$ cat src/logic/bdcs_regs.vh
// Constants for the bridge driver control front end: offsets, fields, resets, timing
`ifndef BDCS_REGS_VH
`define BDCS_REGS_VH

// Serial word layout
`define BDCS_WORD_W            16
`define BDCS_WORD_BITS         5'd16
`define BDCS_SEL_MSB           15
`define BDCS_SEL_LSB           13
`define BDCS_DATA_MSB          12
`define BDCS_DATA_LSB          0

// Serial register selectors
`define BDCS_SEL_TIMING        3'h0
`define BDCS_SEL_DETECT        3'h1
`define BDCS_SEL_MODE          3'h2
`define BDCS_SEL_BRIDGE        3'h3

// Avalon word indices (byte address bits [4:2])
`define BDCS_IDX_TIMING        3'h0
`define BDCS_IDX_DETECT        3'h1
`define BDCS_IDX_MODE          3'h2
`define BDCS_IDX_BRIDGE        3'h3
`define BDCS_IDX_STATUS        3'h4
`define BDCS_IDX_LAST_RX       3'h5

// Timing register fields
`define BDCS_DT_MSB            5
`define BDCS_DT_LSB            0
`define BDCS_BLANK_MSB         11
`define BDCS_BLANK_LSB         6
// Detect register fields
`define BDCS_VDS_MSB           5
`define BDCS_VDS_LSB           0
`define BDCS_OLT_MSB           8
`define BDCS_OLT_LSB           6
`define BDCS_OLI_BIT           9
`define BDCS_PHT_MSB           12
`define BDCS_PHT_LSB           10
// Mode register fields
`define BDCS_FAULT_INDICATOR_OUT_MSB          1
`define BDCS_FAULT_INDICATOR_OUT_LSB          0
`define BDCS_VRG_BIT           2
`define BDCS_MON_BIT           3
// Bridge command bits
`define BDCS_CMD_A_TOP         0
`define BDCS_CMD_A_BOT         1
`define BDCS_CMD_B_TOP         2
`define BDCS_CMD_B_BOT         3

// Diagnostic output functions
`define BDCS_FAULT_INDICATOR_OUT_FLAG         2'h0
`define BDCS_FAULT_INDICATOR_OUT_PULSE        2'h1
`define BDCS_FAULT_INDICATOR_OUT_TEMP         2'h2
`define BDCS_FAULT_INDICATOR_OUT_OFFSET       2'h3

// Reset values
`define BDCS_TIMING_RESET      13'h0204
`define BDCS_DETECT_RESET      13'h0010
`define BDCS_MODE_RESET        13'h0004
`define BDCS_BRIDGE_RESET      4'h0

// Timing
`define BDCS_CLK_PERIOD_NS     40
`define BDCS_SLEEP_HOLD_NS     20000
`define BDCS_SLEEP_HOLD_CYCLES ((`BDCS_SLEEP_HOLD_NS + `BDCS_CLK_PERIOD_NS - 1) / `BDCS_CLK_PERIOD_NS)
`define BDCS_EN_TIMEOUT_NS     40000
`define BDCS_EN_TIMEOUT_CYCLES ((`BDCS_EN_TIMEOUT_NS + `BDCS_CLK_PERIOD_NS - 1) / `BDCS_CLK_PERIOD_NS)
`define BDCS_FP_PERIOD_NS      100000000
`define BDCS_FP_PERIOD_CYCLES  (`BDCS_FP_PERIOD_NS / `BDCS_CLK_PERIOD_NS)
`define BDCS_FP_DUTY_FAULT     80
`define BDCS_FP_DUTY_OK        20

`endif

$ cat src/logic/bdcs_top.v
// Bridge driver control front end: serial port, bridge logic, diagnostics, Avalon registers
`include "bdcs_regs.vh"
`default_nettype none

// Overview of operation
// [RULE1] Serial words are 16 bits, msb first
// [RULE2] Data sampled on each shift clock rise
// [RULE3] Host gives sixteen rising edges per frame
// [RULE4] Host keeps shift clock high at strobe edges
// [RULE5] Strobe high: ignore pins, output released
// [RULE6] Fault flag appears at strobe fall
// [RULE7] Diagnostic output has four functions, flag default
// [RULE8] Short reset pulse clears latched faults
// [RULE9] Reset held low enters sleep
// [RULE10] Enable low kills drives, direct or timed
// [RULE11] Enable kill bypasses serial and decode logic
// [RULE12] Leg A top input active high
// [RULE13] Leg B top input active low
// [RULE14] Leg A bottom input active low
// [RULE15] Leg B bottom input active high
// [RULE16] One PWM alternates a leg's switches
// [RULE17] Top and bottom never on together
// [RULE18] Dead time inserted on every changeover
// [RULE19] Serial port reaches all programmable settings
// [RULE20] Supply select bit: one 13 V, zero 8 V
// [RULE21] Per-leg state output from comparator
// [RULE22] Power-on reset returns all logic to reset
// [RULE23] Conflicting combined requests leave leg off
// [RULE24] Status shifts out msb first per clock
// [RULE25] Word applied only after exactly sixteen edges
module bdcs_top #(
	parameter integer FP_PERIOD_CYCLES = `BDCS_FP_PERIOD_CYCLES
)(
	input  wire        CLK_SYS,
	input  wire        RSTN,
	input  wire [4:0]  AVS_ADDRESS,
	input  wire        AVS_READ,
	input  wire        AVS_WRITE,
	input  wire [31:0] AVS_WRITEDATA,
	output wire [31:0] AVS_READDATA,
	output wire        AVS_WAITREQUEST,
	input  wire        LEG_A_TOP_CMD,
	input  wire        LEG_B_TOP_CMD_N,
	input  wire        LEG_A_BOTTOM_CMD_N,
	input  wire        LEG_B_BOTTOM_CMD,
	input  wire        SERIAL_SELECT_N,
	input  wire        SERIAL_CLK,
	input  wire        SERIAL_DATA_IN,
	output wire        SERIAL_DATA_OUT,
	output wire        SERIAL_DATA_OUT_OE,
	input  wire        CLEAR_AND_SLEEP_N,
	input  wire        ENABLE_IN,
	input  wire        LEG_A_CMP,
	input  wire        LEG_B_CMP,
	input  wire [7:0]  FAULT_IN,
	output wire        FAULT_INDICATOR_OUT,
	output wire [1:0]  FAULT_INDICATOR_OUT_ANALOG_SEL,
	output wire        TOP_GATE_DRIVE_A,
	output wire        TOP_GATE_DRIVE_B,
	output wire        BOTTOM_GATE_DRIVE_A,
	output wire        BOTTOM_GATE_DRIVE_B,
	output wire        LEG_A_STATE_OUT,
	output wire        LEG_B_STATE_OUT,
	output wire        GATE_SUPPLY_LEVEL_SEL,
	output wire        SLEEP_MODE,
	output wire [5:0]  VDS_THRESHOLD,
	output wire [5:0]  BLANK_TIME,
	output wire [2:0]  OPEN_LOAD_THRESHOLD,
	output wire        OPEN_LOAD_CURRENT,
	output wire [2:0]  PHASE_THRESHOLD
);

	localparam integer SYNC_W = 19;
	// Idle levels of every synchronised pin, so reset never fakes an edge
	localparam [18:0] SYNC_IDLE = {1'b1, 1'b0, 1'b0, 1'b1, 1'b0, 1'b0, 1'b0, 1'b0, 1'b1, 1'b1, 1'b0, 8'h00};
	localparam integer SLEEP_HOLD = `BDCS_SLEEP_HOLD_CYCLES;
	localparam integer EN_TIMEOUT = `BDCS_EN_TIMEOUT_CYCLES;
	localparam integer FP_LAST = FP_PERIOD_CYCLES - 1;
	localparam integer FP_HI_FAULT = (FP_PERIOD_CYCLES * `BDCS_FP_DUTY_FAULT) / 100;
	localparam integer FP_HI_OK = (FP_PERIOD_CYCLES * `BDCS_FP_DUTY_OK) / 100;

	// Single-request decode of one leg: {top only, bottom only}
	function [1:0] leg_target;
		input top_req;
		input bot_req;
		begin
			leg_target = {top_req & ~bot_req, bot_req & ~top_req};
		end
	endfunction
	reg                 rst_meta, rst_n;
	reg  [SYNC_W-1:0]   sync1, sync2;
	reg                 sel_n_d, sck_d, clr_n_d;
	reg  [15:0]         rx_shift, tx_shift, last_rx;
	reg  [4:0]          rx_count;
	reg                 serial_data_out, sdo_oe;
	reg  [12:0]         cfg_timing, cfg_detect, cfg_mode;
	reg  [3:0]          bridge_cmd;
	reg  [7:0]          fault_latch;
	reg  [11:0]         low_cnt, en_low_cnt;
	reg                 sleep, fault_indicator_out_out, bus_ack;
	reg  [1:0]          top_on, bot_on, top_gate, bot_gate, leg_state;
	reg  [5:0]          dead_cnt [0:1];
	reg  [23:0]         fp_cnt;
	reg  [31:0]         readdata, rd_mux;
	integer             i;
	wire        sel_n    = sync2[18];
	wire        sck      = sync2[17];
	wire        serial_data_in      = sync2[16];
	wire        clr_n    = sync2[15];
	wire        enable   = sync2[14];
	wire [1:0]  cmp      = {sync2[12], sync2[13]};
	wire [7:0]  fault_live = sync2[7:0];
	wire [1:0]  pin_top  = {~sync2[10], sync2[11]};                       // [RULE12] [RULE13]
	wire [1:0]  pin_bot  = {sync2[8], ~sync2[9]};                         // [RULE14] [RULE15]
	wire [1:0]  ser_top  = {bridge_cmd[`BDCS_CMD_B_TOP], bridge_cmd[`BDCS_CMD_A_TOP]};
	wire [1:0]  ser_bot  = {bridge_cmd[`BDCS_CMD_B_BOT], bridge_cmd[`BDCS_CMD_A_BOT]};
	wire [1:0]  top_req  = pin_top | ser_top;                              // [RULE16] [RULE23]
	wire [1:0]  bot_req  = pin_bot | ser_bot;
	wire [3:0]  tgt_all  = {leg_target(top_req[1], bot_req[1]), leg_target(top_req[0], bot_req[0])}; // [RULE23]
	wire        frame_start = sel_n_d & ~sel_n;
	wire        frame_end   = ~sel_n_d & sel_n;
	wire        sck_rise    = ~sel_n & ~sck_d & sck;                      // [RULE5]
	wire        sck_fall    = ~sel_n & sck_d & ~sck;
	wire        rx_commit   = frame_end & (rx_count == `BDCS_WORD_BITS);  // [RULE25]
	wire [2:0]  rx_sel      = rx_shift[`BDCS_SEL_MSB:`BDCS_SEL_LSB];
	wire [12:0] rx_data     = rx_shift[`BDCS_DATA_MSB:`BDCS_DATA_LSB];
	wire        gen_fault   = (|fault_latch) | (|fault_live);
	wire [15:0] status_word = {gen_fault, leg_state[1], leg_state[0], sleep, enable, 3'h0, fault_latch};
	wire        clear_pulse = clr_n_d & ~clr_n;                           // [RULE8]
	wire        monitor     = cfg_mode[`BDCS_MON_BIT];
	wire        kill        = sleep | (~enable & (~monitor | (en_low_cnt >= EN_TIMEOUT))); // [RULE10] [RULE9]
	wire [5:0]  dead_time   = cfg_timing[`BDCS_DT_MSB:`BDCS_DT_LSB];
	wire [1:0]  fault_indicator_out_mode   = cfg_mode[`BDCS_FAULT_INDICATOR_OUT_MSB:`BDCS_FAULT_INDICATOR_OUT_LSB];
	wire        bus_req  = AVS_READ | AVS_WRITE;
	wire        bus_wr   = AVS_WRITE & bus_ack;
	wire [2:0]  bus_idx  = AVS_ADDRESS[4:2];
	wire [7:0]  w1c_mask = (bus_wr && bus_idx == `BDCS_IDX_STATUS) ? AVS_WRITEDATA[7:0] : 8'h00;

	// Reset release; assertion stays asynchronous
	always @(posedge CLK_SYS or negedge RSTN)
	begin
		if (!RSTN)
		begin
			rst_meta <= 1'b0;
			rst_n    <= 1'b0;
		end
		else
		begin
			rst_meta <= 1'b1;
			rst_n    <= rst_meta;
		end
	end

	// Pin synchronisers; only sync2 feeds logic
	always @(posedge CLK_SYS or negedge rst_n)
	begin
		if (!rst_n)
		begin
			sync1 <= SYNC_IDLE;
			sync2 <= SYNC_IDLE;
		end
		else
		begin
			sync1 <= {SERIAL_SELECT_N, SERIAL_CLK, SERIAL_DATA_IN, CLEAR_AND_SLEEP_N, ENABLE_IN,
				LEG_A_CMP, LEG_B_CMP, LEG_A_TOP_CMD, LEG_B_TOP_CMD_N, LEG_A_BOTTOM_CMD_N,
				LEG_B_BOTTOM_CMD, FAULT_IN};
			sync2 <= sync1;
		end
	end

	// Serial port: receive, edge count, status shift-out
	always @(posedge CLK_SYS or negedge rst_n)
	begin
		if (!rst_n)
		begin
			sel_n_d  <= 1'b1;
			sck_d    <= 1'b0;
			rx_shift <= 16'h0000;
			rx_count <= 5'h00;
			tx_shift <= 16'h0000;
			serial_data_out      <= 1'b0;
			sdo_oe   <= 1'b0;
			last_rx  <= 16'h0000;
		end
		else
		begin
			sel_n_d <= sel_n;
			sck_d   <= sck;
			sdo_oe  <= ~sel_n;                                              // [RULE5]
			if (frame_start)
			begin
				rx_count <= 5'h00;
				tx_shift <= status_word;
				serial_data_out      <= status_word[15];                               // [RULE6]
			end
			else
			begin
				if (sck_rise)
				begin
					rx_shift <= {rx_shift[14:0], serial_data_in};                     // [RULE1] [RULE2]
					// Saturate so long frames stay distinguishable from sixteen
					if (rx_count != 5'h11)
						rx_count <= rx_count + 5'h01;
				end
				if (sck_fall)
				begin
					tx_shift <= {tx_shift[14:0], 1'b0};                    // [RULE24]
					serial_data_out      <= tx_shift[14];
				end
			end
			if (rx_commit)
				last_rx <= rx_shift;
		end
	end

	// Settings: serial writes first, so a bus write in the same cycle wins
	always @(posedge CLK_SYS or negedge rst_n)
	begin
		if (!rst_n)
		begin
			cfg_timing <= `BDCS_TIMING_RESET;                              // [RULE22]
			cfg_detect <= `BDCS_DETECT_RESET;
			cfg_mode   <= `BDCS_MODE_RESET;                                // [RULE7]
			bridge_cmd <= `BDCS_BRIDGE_RESET;
		end
		else
		begin
			if (rx_commit)
			begin
				case (rx_sel)                                              // [RULE19]
					`BDCS_SEL_TIMING: cfg_timing <= rx_data;
					`BDCS_SEL_DETECT: cfg_detect <= rx_data;
					`BDCS_SEL_MODE:   cfg_mode   <= rx_data;
					`BDCS_SEL_BRIDGE: bridge_cmd <= rx_data[3:0];
					default:          cfg_mode   <= cfg_mode;
				endcase
			end
			if (bus_wr)
			begin
				case (bus_idx)
					`BDCS_IDX_TIMING: cfg_timing <= AVS_WRITEDATA[12:0];
					`BDCS_IDX_DETECT: cfg_detect <= AVS_WRITEDATA[12:0];
					`BDCS_IDX_MODE:   cfg_mode   <= AVS_WRITEDATA[12:0];
					`BDCS_IDX_BRIDGE: bridge_cmd <= AVS_WRITEDATA[3:0];
					default:          cfg_mode   <= cfg_mode;
				endcase
			end
		end
	end

	// Fault latch, clear and sleep, enable timeout
	always @(posedge CLK_SYS or negedge rst_n)
	begin
		if (!rst_n)
		begin
			clr_n_d     <= 1'b1;
			fault_latch <= 8'h00;
			low_cnt     <= 12'h000;
			sleep       <= 1'b0;
			en_low_cnt  <= 12'h000;
		end
		else
		begin
			clr_n_d <= clr_n;
			// A new fault in the clearing cycle survives
			fault_latch <= (fault_latch & ~(w1c_mask | {8{clear_pulse}})) | fault_live; // [RULE8]
			if (clr_n)
			begin
				low_cnt <= 12'h000;
				sleep   <= 1'b0;
			end
			else if (low_cnt != SLEEP_HOLD)
				low_cnt <= low_cnt + 12'h001;
			else
				sleep <= 1'b1;                                             // [RULE9]
			if (enable)
				en_low_cnt <= 12'h000;
			else if (en_low_cnt != EN_TIMEOUT)
				en_low_cnt <= en_low_cnt + 12'h001;                        // [RULE10]
		end
	end

	// Per-leg drive sequencing with dead time
	always @(posedge CLK_SYS or negedge rst_n)
	begin
		if (!rst_n)
		begin
			top_on      <= 2'b00;
			bot_on      <= 2'b00;
			dead_cnt[0] <= 6'h00;
			dead_cnt[1] <= 6'h00;
			top_gate    <= 2'b00;
			bot_gate    <= 2'b00;
			leg_state   <= 2'b00;
		end
		else
		begin
			leg_state <= cmp;                                              // [RULE21]
			for (i = 0; i < 2; i = i + 1)
			begin
				if (kill)
				begin
					top_on[i]   <= 1'b0;
					bot_on[i]   <= 1'b0;
					dead_cnt[i] <= dead_time;
				end
				else if ({top_on[i], bot_on[i]} == {tgt_all[2*i+1], tgt_all[2*i]})
					dead_cnt[i] <= dead_cnt[i];
				else if (top_on[i] | bot_on[i])
				begin
					top_on[i]   <= 1'b0;                                   // [RULE18]
					bot_on[i]   <= 1'b0;
					dead_cnt[i] <= dead_time;
				end
				else if (dead_cnt[i] != 6'h00)
					dead_cnt[i] <= dead_cnt[i] - 6'h01;
				else
				begin
					top_on[i] <= tgt_all[2*i+1];
					bot_on[i] <= tgt_all[2*i];
				end
				// Kill and lockout act at the output stage itself
				top_gate[i] <= ~kill & top_on[i] & ~bot_on[i];             // [RULE11] [RULE17]
				bot_gate[i] <= ~kill & bot_on[i] & ~top_on[i];             // [RULE11] [RULE17]
			end
		end
	end

	// Diagnostic output; analog functions are routed by the select lines
	always @(posedge CLK_SYS or negedge rst_n)
	begin
		if (!rst_n)
		begin
			fp_cnt   <= 24'h000000;
			fault_indicator_out_out <= 1'b0;
		end
		else
		begin
			fp_cnt <= (fp_cnt >= FP_LAST) ? 24'h000000 : fp_cnt + 24'h000001;
			case (fault_indicator_out_mode)                                               // [RULE7]
				`BDCS_FAULT_INDICATOR_OUT_FLAG:  fault_indicator_out_out <= gen_fault;
				`BDCS_FAULT_INDICATOR_OUT_PULSE: fault_indicator_out_out <= fp_cnt < (gen_fault ? FP_HI_FAULT : FP_HI_OK);
				default:          fault_indicator_out_out <= 1'b0;
			endcase
		end
	end
	always @*
	begin
		case (bus_idx)
			`BDCS_IDX_TIMING:  rd_mux = {19'h00000, cfg_timing};
			`BDCS_IDX_DETECT:  rd_mux = {19'h00000, cfg_detect};
			`BDCS_IDX_MODE:    rd_mux = {19'h00000, cfg_mode};
			`BDCS_IDX_BRIDGE:  rd_mux = {28'h0000000, bridge_cmd};
			`BDCS_IDX_STATUS:  rd_mux = {16'h0000, status_word};
			`BDCS_IDX_LAST_RX: rd_mux = {16'h0000, last_rx};
			default:           rd_mux = 32'h00000000;
		endcase
	end
	// One wait cycle per access; read data captured as the wait drops
	always @(posedge CLK_SYS or negedge rst_n)
	begin
		if (!rst_n)
		begin
			bus_ack  <= 1'b0;
			readdata <= 32'h00000000;
		end
		else
		begin
			bus_ack <= bus_req & ~bus_ack;
			if (AVS_READ & ~bus_ack)
				readdata <= rd_mux;
		end
	end

	assign AVS_WAITREQUEST       = bus_req & ~bus_ack;
	assign AVS_READDATA          = readdata;
	assign SERIAL_DATA_OUT       = serial_data_out & sdo_oe;
	assign SERIAL_DATA_OUT_OE    = sdo_oe;
	assign FAULT_INDICATOR_OUT   = fault_indicator_out_out;
	assign FAULT_INDICATOR_OUT_ANALOG_SEL       = fault_indicator_out_mode;
	assign TOP_GATE_DRIVE_A      = top_gate[0];
	assign TOP_GATE_DRIVE_B      = top_gate[1];
	assign BOTTOM_GATE_DRIVE_A   = bot_gate[0];
	assign BOTTOM_GATE_DRIVE_B   = bot_gate[1];
	assign LEG_A_STATE_OUT       = leg_state[0];
	assign LEG_B_STATE_OUT       = leg_state[1];
	assign GATE_SUPPLY_LEVEL_SEL = cfg_mode[`BDCS_VRG_BIT];               // [RULE20]
	assign SLEEP_MODE            = sleep;
	assign VDS_THRESHOLD         = cfg_detect[`BDCS_VDS_MSB:`BDCS_VDS_LSB];
	assign BLANK_TIME            = cfg_timing[`BDCS_BLANK_MSB:`BDCS_BLANK_LSB];
	assign OPEN_LOAD_THRESHOLD   = cfg_detect[`BDCS_OLT_MSB:`BDCS_OLT_LSB];
	assign OPEN_LOAD_CURRENT     = cfg_detect[`BDCS_OLI_BIT];
	assign PHASE_THRESHOLD       = cfg_detect[`BDCS_PHT_MSB:`BDCS_PHT_LSB];

endmodule // bdcs_top

`default_nettype wire

$ cat config.mk
export PLATFORM = sky130hd
export DESIGN_NAME = bdcs_top
export DESIGN_NICKNAME = d
export VERILOG_FILES = /design/src/logic/bdcs_top.v
export VERILOG_INCLUDE_DIRS = /design/src /design/src/logic
export SDC_FILE = /design/constraint.sdc
export NUM_CORES = 1
export LEC_CHECK = 0
export ABC_CLOCK_PERIOD_IN_PS = 11700
export BUFFER_PORTS_ARGS = -buffer_cell sky130_fd_sc_hd__buf_2
export CAP_MARGIN = 20
export CORE_MARGIN = 4
export CORE_UTILIZATION = 45
export CTS_BUF_LIST = sky130_fd_sc_hd__clkbuf_4 sky130_fd_sc_hd__clkbuf_8
export CTS_CLUSTER_DIAMETER = 50
export DETAILED_ROUTE_END_ITERATION = 8
export HOLD_SLACK_MARGIN = 0.08
export SLEW_MARGIN = 5
export SYNTH_ARGS = -nofsm -noshare
export SYNTH_HDL_FRONTEND = slang
export SYNTH_SLANG_ARGS = --single-unit
export TNS_END_PERCENT = 20
$ cat constraint.sdc
create_clock -name CLK_SYS -period 11.7 [get_ports CLK_SYS]
set_input_delay 1.17 -clock CLK_SYS [delete_from_list [all_inputs] [get_ports CLK_SYS]]
set_output_delay 1.17 -clock CLK_SYS [all_outputs]
set_load 0.01 [all_outputs]
; ---- Word level (Yosys, flattened, before mapping)
; Index checks and enable logic that the tools add are counted.
[word_totals]
reg_bits = 253
in_bits = 60
output_inout_bits = 65
[classes]
n_addsub = 6
n_lt_le_gt_ge = 3
n_eq_ne = 21
mux = 58
n_bitwise = 57
n_reduce_logical = 22
[op_table]
columns = op, n
row1 = 2-to-1 mux 13 bit, 11
row2 = one-hot mux 16 bit (6 select lines), 1
row3 = 2-to-1 mux 12 bit, 4
row4 = 2-to-1 mux 6 bit, 8
row5 = 2-to-1 mux 15 bit, 2
row6 = one-hot mux 13 bit (2 select lines), 1
row7 = bitwise AND 1 bit, 25
row8 = adder 12 x 1 -> 12 bit (second input constant), 2
row9 = adder 24 x 1 -> 24 bit (second input constant), 1
row10 = greater-or-equal comparator 24 x 22 -> 1 bit (second input constant), 1
row11 = less-than comparator 24 x 21 -> 1 bit, 1
row12 = 2-to-1 mux 24 bit, 1
row13 = 2-to-1 mux 21 bit, 1
row14 = 2-to-1 mux 1 bit, 20
row15 = NOT 1 bit, 20
row16 = 2-to-1 mux 4 bit, 4
row17 = bitwise OR 8 bit, 2
row18 = OR reduction 8 bit, 2
row19 = 2-to-1 mux 5 bit, 3
row20 = equality test 3 x 2 -> 1 bit (second input constant), 4
row21 = greater-or-equal comparator 12 x 10 -> 1 bit (second input constant), 1
row22 = inequality test 12 x 10 -> 1 bit (second input constant), 1
row23 = inequality test 12 x 9 -> 1 bit (second input constant), 1
row24 = AND reduction 2 bit, 6
row25 = 24 further kinds, 44

; ---- Depth between registers and ports, before layout
; Gate-level depths: netlist (run 1).
[depth]
depth_word = 8
depth_mapped = 9

; ---- Worst setup path after synthesis (run 1)
; No wires, ideal clock.
[synth_path]
path_type = input-to-reg
start = in AVS_ADDRESS[2]
end = reg readdata[0], in the netlist AVS_READDATA[0]
setup_time_ps = 133
t_arrival_ps = 2609
path_slack_ps = 8958
cell_stages = 5
path_buffers = 2
path_cell_list = buf_1 -> buf_2 -> mux4_2 -> mux2i_1 -> o21ai_0
[synth_between]
elab_chain_cells = 2
[synth_rtl]
columns = item, line_no
row1 = "start, declared", bdcs_top.v:36  ; input wire [4:0] AVS_ADDRESS,
row2 = equality test 3 bit (tied with other cells), bdcs_top.v:349  ; case (bus_idx)
row3 = one-hot mux 16 bit (6 select lines) (*), bdcs_top.v:349
row4 = "end signal, assigned", bdcs_top.v:371  ; readdata <= rd_mux;
row5 = "end, declared", bdcs_top.v:104  ; reg [31:0] readdata, rd_mux;
; Mark *: on every way between the ends. The rest lies on a longest branch, timed or not.
; A chain may end at the register's enable or synchronous reset.

; ---- Worst setup path in the final report (run 1)
[layout_path]
start = reg rx_count[0]
end = reg cfg_timing[4]
[layout_between]
elab_chain_cells = 5
[layout_rtl]
columns = item, line_no
row1 = "start, declared", bdcs_top.v:94  ; reg [4:0] rx_count;
row2 = "start signal, assigned", bdcs_top.v:203  ; rx_count <= rx_count + 5'h01;
row3 = equality test 5 bit (no line) (*), n/a
row4 = bitwise AND 1 bit (*), bdcs_top.v:124  ; wire rx_commit = frame_end & (rx_count == `BDCS_WORD_BITS);
row5 = 2-to-1 mux 13 bit (*), bdcs_top.v:228  ; if (rx_commit)
row6 = 2-to-1 mux 13 bit, bdcs_top.v:240  ; case (bus_idx)
row7 = 2-to-1 mux 13 bit (*), bdcs_top.v:238  ; if (bus_wr)
row8 = "end signal, assigned", bdcs_top.v:221  ; cfg_timing <= `BDCS_TIMING_RESET;
row9 = "end signal, assigned", bdcs_top.v:231  ; `BDCS_SEL_TIMING: cfg_timing <= rx_data;
row10 = "end signal, assigned", bdcs_top.v:241  ; `BDCS_IDX_TIMING: cfg_timing <= AVS_WRITEDATA[12:0];
row11 = "end, declared", bdcs_top.v:96  ; reg [12:0] cfg_timing, cfg_detect, cfg_mode;
; Marked as above.

==> results.md, run 1 <==
- Post-synthesis cell type count: 71
- Number of storage elements in the synthesis netlist: 237
- Total global-route track usage: 18.2%
- Yosys top cell by area: sky130_fd_sc_hd__dfrtp_1
- CP Data Required Time: 12.10 ns
- Via count of the first global-routing pass: 7446
- Crit end category: flop
- Die extent in y: 164 um
- Insertion delay of the later-clocked pin in the worst-skew pair: 0.55 ns
- X dimension of the die: 164 um
- Number of hold-repair buffers added at the cts stage: 0
- Drt first-iter violations: 392
- Signed area change from the synthesized netlist to the final layout: 14.6%
- Final Worst Setup Slack: 8.82 ns
- Final hold vios: 0
- Post-synthesis cell area: 11000 um^2
- Effective utilization at floorplan: 46.2%
- Number of cells produced by synthesis: 1009
- Fraction of final layout cells sized beyond drive strength 1: 22.5%
- Worst ir drop on vdd: 0.0867 mV
- Number of buffers on the longest clock path: 3
- Period Utilization, post-route: 24.6%
- Placed inst area: 11600 um^2
- Area of the core: 23800 um^2
- Hold_ws: 0.346 ns
- Worst setup slack before clock tree synthesis: 8.01 ns
- Htree depth: 2
- Final GP Congestion: 0.835
- Cell-by-cell listing of the critical path: inv_1 -> ha_1 -> nand3b_1 -> nor4b_4 -> buf_4 -> or4b_1 -> mux2i_1 -> o21ai_1
- Startpoint-to-endpoint class of the critical path: flop to flop
- First-pass GRT wire length: 39300 um
- Total number of nets in the final design: 1168
- Arrival time of the worst setup path: 3.28 ns
- Maximum number of pins on one net before global-route repair: 165
- R2R setup slack: 8.82 ns
- Proportion of synthesized chip area in sequential cells: 54.1%
- Sinks on Clock Net: 237
- F_max: 347 MHz
- Hold Crit Class: flop to flop
- Routed wire length per instance: 16.5 um
- Number of setup violations in the final report: 0
- Number of buffers inserted by post-CTS setup repair: 0
- Number of top-level pins: 125
- Maximum net fanout on the critical path: 19
- DRC violation count after routing: 0
- R2R Path Start: rx_count[0]
- Family of cells with the greatest summed delay on the critical path: simple AND/OR/NAND/NOR gates
- Power Density: 173 nW/um^2
- Post-synth top area share: 50.8%
- Dominant register cell in the synthesized netlist: sky130_fd_sc_hd__dfrtp_1
- Tmin final: 2.88 ns
- Leakage power of the design: 5.72 nW
- Initial antenna violation count: 0
- Fraction of synthesis flops using an asynchronous set or reset pin: 100%
- Detailed Place HPWL: 15800 um
- Routed Antenna Nets: 0
- Vias after detailed routing: 7506
- Crit-path max cell delay: 0.88 ns
- Post-route design area: 12600 um^2
- Critical Path Start Type: flop
- # Max-Cap Violations: 0
- Worst setup skew after layout: 0.0259 ns
- Ant diodes: 0
- Power after layout: 2.18 mW
- CTS clk-pin slew, worst paths: 0.06 ns
- Max-slew violation count: 0
- Worst hold path endpoint: leg_state[1]
- Cell depth of the worst hold path: 0
- Synth top area cells: sky130_fd_sc_hd__dfrtp_1 (51%), sky130_fd_sc_hd__mux2i_1 (7.3%), sky130_fd_sc_hd__nand2_1 (3.9%), sky130_fd_sc_hd__mux2_2 (3.5%), sky130_fd_sc_hd__dfstp_2 (3.3%)
- Count of flip-flops with a built-in enable after synthesis: 0
- Worst slew pin tran: 0.926 ns
- Quantity of I/O buffers inserted on ports: 87
- Setup TNS: 0 ns
- Routed WL: 23900 um
- TritonCTS clock tree: built
- Standard-cell rows: 56
- Outcome: finished clean
- DIE AREA: 27000 um^2
- CTS-repair resized insts: 0
- Number of buffers created by CTS: 41
- FILL cells: 2141
- Cell at the root of the clock tree: sky130_fd_sc_hd__clkbuf_8
- Final global-route overflow total: 0
- Hold Startpoint: sync2[12]
- Vias per Instance: 5.19
- Mean instance size in the synthesized netlist: 10.9 um^2
- Depth of the most critical reg-to-reg path: 8
- Cell with the biggest individual delay on the critical path: sky130_fd_sc_hd__or4b_1
- Synth warn: 0
- RSZ-0062 raised after global routing: false
- CP bufs+invs: 2
- Length of the first detailed-routing pass in iterations: 4
- Worst slew margin: 38.2%
- Reg-to-reg critical path endpoint: cfg_timing[4]
==> worst reg2reg max path, stage by stage (launching register included) <==
cell	delay, ns
sky130_fd_sc_hd__dfrtp_1	0.43
sky130_fd_sc_hd__inv_1	0.08
sky130_fd_sc_hd__ha_1	0.14
sky130_fd_sc_hd__nand3b_1	0.18
sky130_fd_sc_hd__nor4b_4	0.29
sky130_fd_sc_hd__buf_4	0.32
sky130_fd_sc_hd__or4b_1	0.89
sky130_fd_sc_hd__mux2i_1	0.30
sky130_fd_sc_hd__o21ai_1	0.09
==> synth_stat cells, types with 9 or more instances <==
cell type                  instances
sky130_fd_sc_hd__xor2_1           18
sky130_fd_sc_hd__nand2_1         115
sky130_fd_sc_hd__nand3_1          24
sky130_fd_sc_hd__nand4_1          12
sky130_fd_sc_hd__o21ai_1          22
sky130_fd_sc_hd__xnor2_1          26
sky130_fd_sc_hd__buf_4            24
sky130_fd_sc_hd__mux2i_1          80
sky130_fd_sc_hd__mux2_2           34
sky130_fd_sc_hd__nor3b_1           9
sky130_fd_sc_hd__nor3_1           22
sky130_fd_sc_hd__nor4_1           14
sky130_fd_sc_hd__dfrtp_1         223
sky130_fd_sc_hd__inv_1            19
sky130_fd_sc_hd__mux4_2            9
sky130_fd_sc_hd__o21ai_0          63
sky130_fd_sc_hd__ha_1             15
sky130_fd_sc_hd__nor2b_1          12
sky130_fd_sc_hd__a21oi_1          16
sky130_fd_sc_hd__nor2_1           88
sky130_fd_sc_hd__dfstp_2          14
sky130_fd_sc_hd__clkbuf_1         40
==> flip-flops by register name (all words and copies together), names as in the netlist, 4 cells and up <==
register      flops
fp_cnt           24
sync1            19
sync2            19
AVS_READDATA     16
last_rx          16
rx_shift         16
tx_shift         15
cfg_detect       13
cfg_mode         13
cfg_timing       13
dead_cnt         12
en_low_cnt       12
low_cnt          12
fault_latch       8
rx_count          5
bridge_cmd        4
==> metrics by stage <==
step,std cells,utilization (%)
2_1_floorplan,1026,-
3_3_place_gp,1366,48.9
3_5_place_dp,1366,48.9
4_1_cts,1442,52.8
5_1_grt,1445,53.0
6_report,1445,53.0
==> layer usage <==
layer | global-route usage, % | share of wire [%]
met5 | 0 | 0
met3 | 3.44 | 5.5
met4 | 5.49 | 2.0
met2 | 27.6 | 44
met1 | 26.6 | 48
==> report_power, final <==
part	switching [mW]	internal, mW
clock network	0.348	0.478
registers	0.105	0.919
logic	0.177	0.156
total	0.630	1.55
==> worst max-delay path by stage <==
stage,from,endpoint,cells after the start
2_1_floorplan,rst_n,AVS_READDATA[0],0
3_3_place_gp,AVS_ADDRESS[2],cfg_mode[3],5
3_5_place_dp,AVS_ADDRESS[2],cfg_mode[1],5
4_1_cts,AVS_ADDRESS[2],cfg_mode[1],5
5_1_grt,rx_count[0],cfg_timing[6],8
6_report,rx_count[0],cfg_timing[4],8
==> area by class of cell <==
| cell class | count | area (um^2) | area share (%) |
|---|---|---|---|
| multi-input combinational | 695 | 4670 | 37.1 |
| clock buffer | 63 | 823 | 6.54 |
| sequential | 237 | 5950 | 47.3 |
| timing repair buffer | 99 | 557 | 4.42 |
| tap | 319 | 399 | 3.17 |
| clock inverter | 13 | 114 | 0.904 |
| inverter | 19 | 71.3 | 0.567 |
==> kinds of logic after synthesis <==
logic type / share of synthesized area, %
simple gates: 14.9
compound gates: 8.66
fa+ha+maj: 1.71
other cells: 0.0684
mux: 12.8
xor+xnor: 3.51
buf+inv: 4.15
flops: 54.1
==> layout by cell type, fill, tap and decap left out, drive strengths merged, types with 16 or more instances in the layout <==
| cell | count |
|---|---|
| dfrtp | 223 |
| nand2 | 115 |
| buf | 99 |
| nor2 | 88 |
| o21ai | 85 |
| mux2i | 80 |
| clkbuf | 63 |
| mux2 | 36 |
| xnor2 | 26 |
| nand3 | 24 |
| nor3 | 22 |
| inv | 21 |
| conb | 19 |
| xor2 | 18 |
| a21oi | 16 |
| nor4 | 16 |
No activity file was read; power rests on OpenSTA's default activity.
==> run 2: changes to the inputs <==
Settings changed: ABC_CLOCK_PERIOD_IN_PS 11700 to 2640, PLACE_DENSITY set to 0.66.
Clock period 11.7 ns to 2.64 ns, I/O delays scaled along.
==> results.md, run 2 (synthesis gave the netlist of run 1 again) <==
- Ant diodes: 0
- First-pass GRT wire length: 40700 um
- Effective utilization at floorplan: 46.2%
- FILL cells: 2076
- Crit path launch: fault_latch[3]
- Worst slew margin: 48.6%
- Htree depth: 2
- Placed cells: 1385
- Number of buffers on the longest clock path: 3
- Most common library cell in the layout ignoring fill and taps: sky130_fd_sc_hd__dfrtp_1
- TritonCTS clock tree: built
- Leakage power of the design: 5.93 nW
- Power Density: 735 nW/um^2
- Routed WL: 24900 um
- Die extent in y: 164 um
- Largest register by flop count: fp_cnt
- Vias per Instance: 5.28
- Top library cells by usage in the layout, fill and taps aside: sky130_fd_sc_hd__dfrtp_1 (222), sky130_fd_sc_hd__nand2_1 (115), sky130_fd_sc_hd__nor2_1 (88)
- R2R Path Start: fault_latch[3]
- Quantity of I/O buffers inserted on ports: 87
- Insertion delay of the later-clocked pin in the worst-skew pair: 0.54 ns
- Critical Path Start Type: flop
- Arrival time of the worst setup path: 2.82 ns
- Routed Antenna Nets: 0
- Fraction of final layout cells sized beyond drive strength 1: 22.8%
- Number of buffers inserted by post-CTS setup repair: 0
- Number of setup violations in the final report: 0
- Length of the first detailed-routing pass in iterations: 5
- Total number of nets in the final design: 1219
- Final global-route overflow total: 0
- # Max-Cap Violations: 0
- Signed area change from the synthesized netlist to the final layout: 18.5%
- Power after layout: 9.56 mW
- Hold_ws: 0.306 ns
- Period Utilization, post-route: 91.0%
- Number of flip-flops under the largest register name: 24
- Vias after detailed routing: 7894
- Number of buffers created by CTS: 40
- Final cell count without fillers: 1495
- RSZ-0062 raised after global routing: false
- CP Data Required Time: 3.05 ns
- CTS clk-pin slew, worst paths: 0.06 ns
- Final GP Congestion: 0.820
- Maximum number of pins on one net before global-route repair: 79
- Maximum net fanout on the critical path: 6
- Detailed Place HPWL: 17000 um
- Standard-cell rows: 56
- Area of the core: 23800 um^2
- Tmin final: 2.40 ns
- Number of top-level pins: 125
- Worst setup slack before clock tree synthesis: 0.232 ns
- Final hold vios: 0
- Final Worst Setup Slack: 0.238 ns
- X dimension of the die: 164 um
- Cell at the root of the clock tree: sky130_fd_sc_hd__clkbuf_8
- Via count of the first global-routing pass: 7633
- DRC violation count after routing: 0
- Max-slew violation count: 0
- Setup TNS: 0 ns
- Worst setup skew after layout: 0.0206 ns
- Routed wire length per instance: 16.7 um
- Crit end category: flop
- Startpoint-to-endpoint class of the critical path: flop to flop
- DIE AREA: 27000 um^2
- Initial antenna violation count: 0
- Worst slew pin tran: 0.764 ns
- Total global-route track usage: 18.7%
- Drt first-iter violations: 535
- Worst ir drop on vdd: 0.414 mV
- Sinks on Clock Net: 237
- F_max: 416 MHz
- Outcome: finished clean
- Largest registers in the final layout: fp_cnt (24), sync1 (19), sync2 (19)
- Hold Crit Class: flop to async pin
-- run 2: cell types whose count changed in the layout (fill, tap and decap cells not counted), sizes merged --
cell         before  now
dlygate4sd3       0   36
buf              99  115
clkbuf           63   66
clkinv            9    6
inv              21   19
bufinv            1    0
clkinvlp          1    2
-- run 2: what timing repair did --
item                                    CTS  global route
endpoints found under the hold margin    60             0
gates resized for setup                   0             1
endpoints found under the setup margin    0             2
hold buffers                             36             0
-- run 2: power by group --
| group | total (mW) | leakage (nW) | switching, mW | internal [mW] |
|---|---|---|---|---|
| clock | 3.45 | 0.465 | 1.47 | 1.98 |
| sequential | 4.54 | 3.02 | 0.469 | 4.07 |
| combinational | 1.57 | 2.44 | 0.821 | 0.747 |
| total | 9.56 | 5.93 | 2.76 | 6.80 |
-- run 2: through the flow --
stage / util [%] / cell area (um^2)
6_report: 54.8 / 13000
5_1_grt: 54.8 / 13000
4_1_cts: 54.8 / 13000
3_5_place_dp: 49.6 / 11800
3_3_place_gp: 49.6 / 11800
2_1_floorplan: - / 11100
-- run 2: worst max-delay path, stage by stage, from the launching register on --
cell and delay [ns]:
sky130_fd_sc_hd__dfrtp_1 0.43, sky130_fd_sc_hd__nor4_1 0.35, sky130_fd_sc_hd__nand4_1 0.34, sky130_fd_sc_hd__ha_1 0.41
sky130_fd_sc_hd__a211oi_1 0.07, sky130_fd_sc_hd__a311oi_1 0.26, sky130_fd_sc_hd__o21ai_0 0.15, sky130_fd_sc_hd__a32o_1 0.28
-- run 2: worst paths after layout --
check / end / cells after the start / slack, ns
hold / removal: sync1[14] / 0 / 0.31
hold reg to reg: sync1[14] / 0 / 0.31
setup / recovery: FAULT_INDICATOR_OUT / 7 / 0.24
setup reg to reg: FAULT_INDICATOR_OUT / 7 / 0.24
max in group asynchronous: sync2[9] / 1 / 1.52
min in group CLK_SYS: sync2[13] / 0 / 0.35
-- run 2: layer usage --
metal	global-route usage [%]	vias up	part of all wire, %
li1	-	3777	-
met1	27.6	3877	48
met2	28.3	204	45
met3	3.51	36	5.2
met4	5.41	0	2.1
met5	0	-	0
-- run 2: cell type report --
type	instances	area [um^2]	area share, %
clock buffer	66	827	6.35
multi-input combinational	695	4680	35.9
clock inverter	8	45.0	0.346
sequential	237	5950	45.7
inverter	19	71.3	0.548
tap	319	399	3.07
timing repair buffer	151	1040	8.02
==> run 3: changes to the inputs <==
Settings changed: CORE_MARGIN 4 to unset.
==> results.md, run 3 (synthesis gave the netlist of run 1 again) <==
- Number of flip-flops under the largest register name: 24
- CP Data Required Time: 3.05 ns
- Placed cells: 1389
- Number of top-level pins: 125
- Total number of nets in the final design: 1226
- Length of the first detailed-routing pass in iterations: 4
- CTS clk-pin slew, worst paths: 0.06 ns
- X dimension of the die: 158 um
- Arrival time of the worst setup path: 2.83 ns
- First-pass GRT wire length: 40300 um
- TritonCTS clock tree: built
- Die extent in y: 158 um
- Placed inst area: 11800 um^2
- DRC violation count after routing: 0
- Final GP Congestion: 0.847
- Hold Crit Class: flop to async pin
- Worst setup slack before clock tree synthesis: 0.258 ns
- Top library cells by usage in the layout, fill and taps aside: sky130_fd_sc_hd__dfrtp_1 (222), sky130_fd_sc_hd__nand2_1 (115), sky130_fd_sc_hd__nor2_1 (88)
- Final hold vios: 0
- Routed WL: 24600 um
- Period Utilization, post-route: 91.7%
- Final cell count without fillers: 1504
- Maximum net fanout on the critical path: 8
- Ant diodes: 0
- Effective utilization at floorplan: 46.4%
- Family of cells with the greatest summed delay on the critical path: compound AO/OA/AOI/OAI gates
- Htree depth: 2
- Number of buffers created by CTS: 42
- FILL cells: 2138
- Vias after detailed routing: 7857
- Worst slew pin tran: 0.762 ns
- Drt first-iter violations: 535
- Final Worst Setup Slack: 0.220 ns
- Most common library cell in the layout ignoring fill and taps: sky130_fd_sc_hd__dfrtp_1
- Tmin final: 2.42 ns
- Cell-by-cell listing of the critical path: nor4_1 -> nand4_1 -> ha_1 -> a211oi_1 -> a311oi_1 -> o21ai_0 -> a32o_1
- Initial antenna violation count: 0
- Largest register by flop count: fp_cnt
- Leakage power of the design: 5.97 nW
- Post-route design area: 13100 um^2
- Routed wire length per instance: 16.3 um
- DIE AREA: 25000 um^2
- Number of setup violations in the final report: 0
- Detailed Place HPWL: 16900 um
- Critical Path Start Type: flop
- Number of buffers inserted by post-CTS setup repair: 0
- Standard-cell rows: 56
- # Max-Cap Violations: 0
- Worst slew margin: 48.8%
- Fraction of final layout cells sized beyond drive strength 1: 23.3%
- Max-slew violation count: 0
- Cell with the biggest individual delay on the critical path: sky130_fd_sc_hd__ha_1
- Cell at the root of the clock tree: sky130_fd_sc_hd__clkbuf_8
- Power after layout: 9.60 mW
- Final global-route overflow total: 0
- Quantity of I/O buffers inserted on ports: 87
- Insertion delay of the later-clocked pin in the worst-skew pair: 0.53 ns
- CP bufs+invs: 0
- Routed Antenna Nets: 0
- Area of the core: 23700 um^2
- Startpoint-to-endpoint class of the critical path: flop to flop
- Worst ir drop on vdd: 0.377 mV
- Sinks on Clock Net: 237
- CTS-repair resized insts: 0
- Crit end category: flop
- RSZ-0062 raised after global routing: false
- Maximum number of pins on one net before global-route repair: 50
- Crit-path max cell delay: 0.45 ns
- Setup TNS: 0 ns
- Power Density: 735 nW/um^2
- Number of buffers on the longest clock path: 3
- Vias per Instance: 5.22
- Worst setup skew after layout: 0.0178 ns
- Total global-route track usage: 20.7%
- Outcome: finished clean
- Number of hold-repair buffers added at the cts stage: 36
- Largest registers in the final layout: fp_cnt (24), sync1 (19), sync2 (19)
- Via count of the first global-routing pass: 7652
- F_max: 413 MHz
- Signed area change from the synthesized netlist to the final layout: 19.0%
run 3: cell count changes in the layout (fill, tap and decap cells not counted):
cell	change
sky130_fd_sc_hd__clkinv_2	-1
sky130_fd_sc_hd__clkbuf_8	-3
sky130_fd_sc_hd__nor3_2	-1
sky130_fd_sc_hd__clkbuf_4	+11
sky130_fd_sc_hd__buf_4	+3
sky130_fd_sc_hd__buf_12	+1
sky130_fd_sc_hd__nor3_1	+1
sky130_fd_sc_hd__clkinvlp_4	-2
run 3: area by class of cell:
class,instances,area (um^2),area share (%)
clock inverter,5,25.0,0.191
sequential,237,5950,45.5
clock buffer,73,861,6.58
inverter,19,71.3,0.546
timing repair buffer,156,1090,8.36
multi-input combinational,695,4670,35.7
tap,319,399,3.05
run 3: path summary, 6_finish.rpt:
path / start / endpoint / slack [ns] / cells after the start
max reg2reg: fault_latch[3] / FAULT_INDICATOR_OUT / 0.22 / 7
min in group CLK_SYS: AVS_ADDRESS[3] / cfg_timing[11] / 0.24 / 3
max: fault_latch[3] / FAULT_INDICATOR_OUT / 0.22 / 7
min reg2reg: rst_n / low_cnt[5] / 0.23 / 0
min: rst_n / low_cnt[5] / 0.23 / 0
max in group asynchronous: rst_n / cfg_timing[2] / 1.73 / 1
run 3: stage by stage:
| step | util [%] | hold slack (ns) |
|---|---|---|
| 3_3_place_gp | 49.9 | 0.0505 |
| 6_report | 55.2 | 0.234 |
| 4_1_cts | 55.2 | 0.238 |
| 3_5_place_dp | 49.9 | 0.0532 |
| 5_1_grt | 55.2 | 0.260 |
| 2_1_floorplan | - | -0.0316 |
run 3: per-layer routing:
layer / GRT usage, % / vias up / routed length [um]
li1: - / 3798 / -
met1: 29.2 / 3820 / 11600
met2: 31.2 / 188 / 10900
met3: 4.57 / 51 / 1340
met4: 7.33 / 0 / 672
met5: 0 / - / 0
run 3: power breakdown:
group	switching (mW)	total [mW]	internal [mW]
Combinational	0.828	1.58	0.752
Clock	1.45	3.49	2.04
Sequential	0.456	4.53	4.08
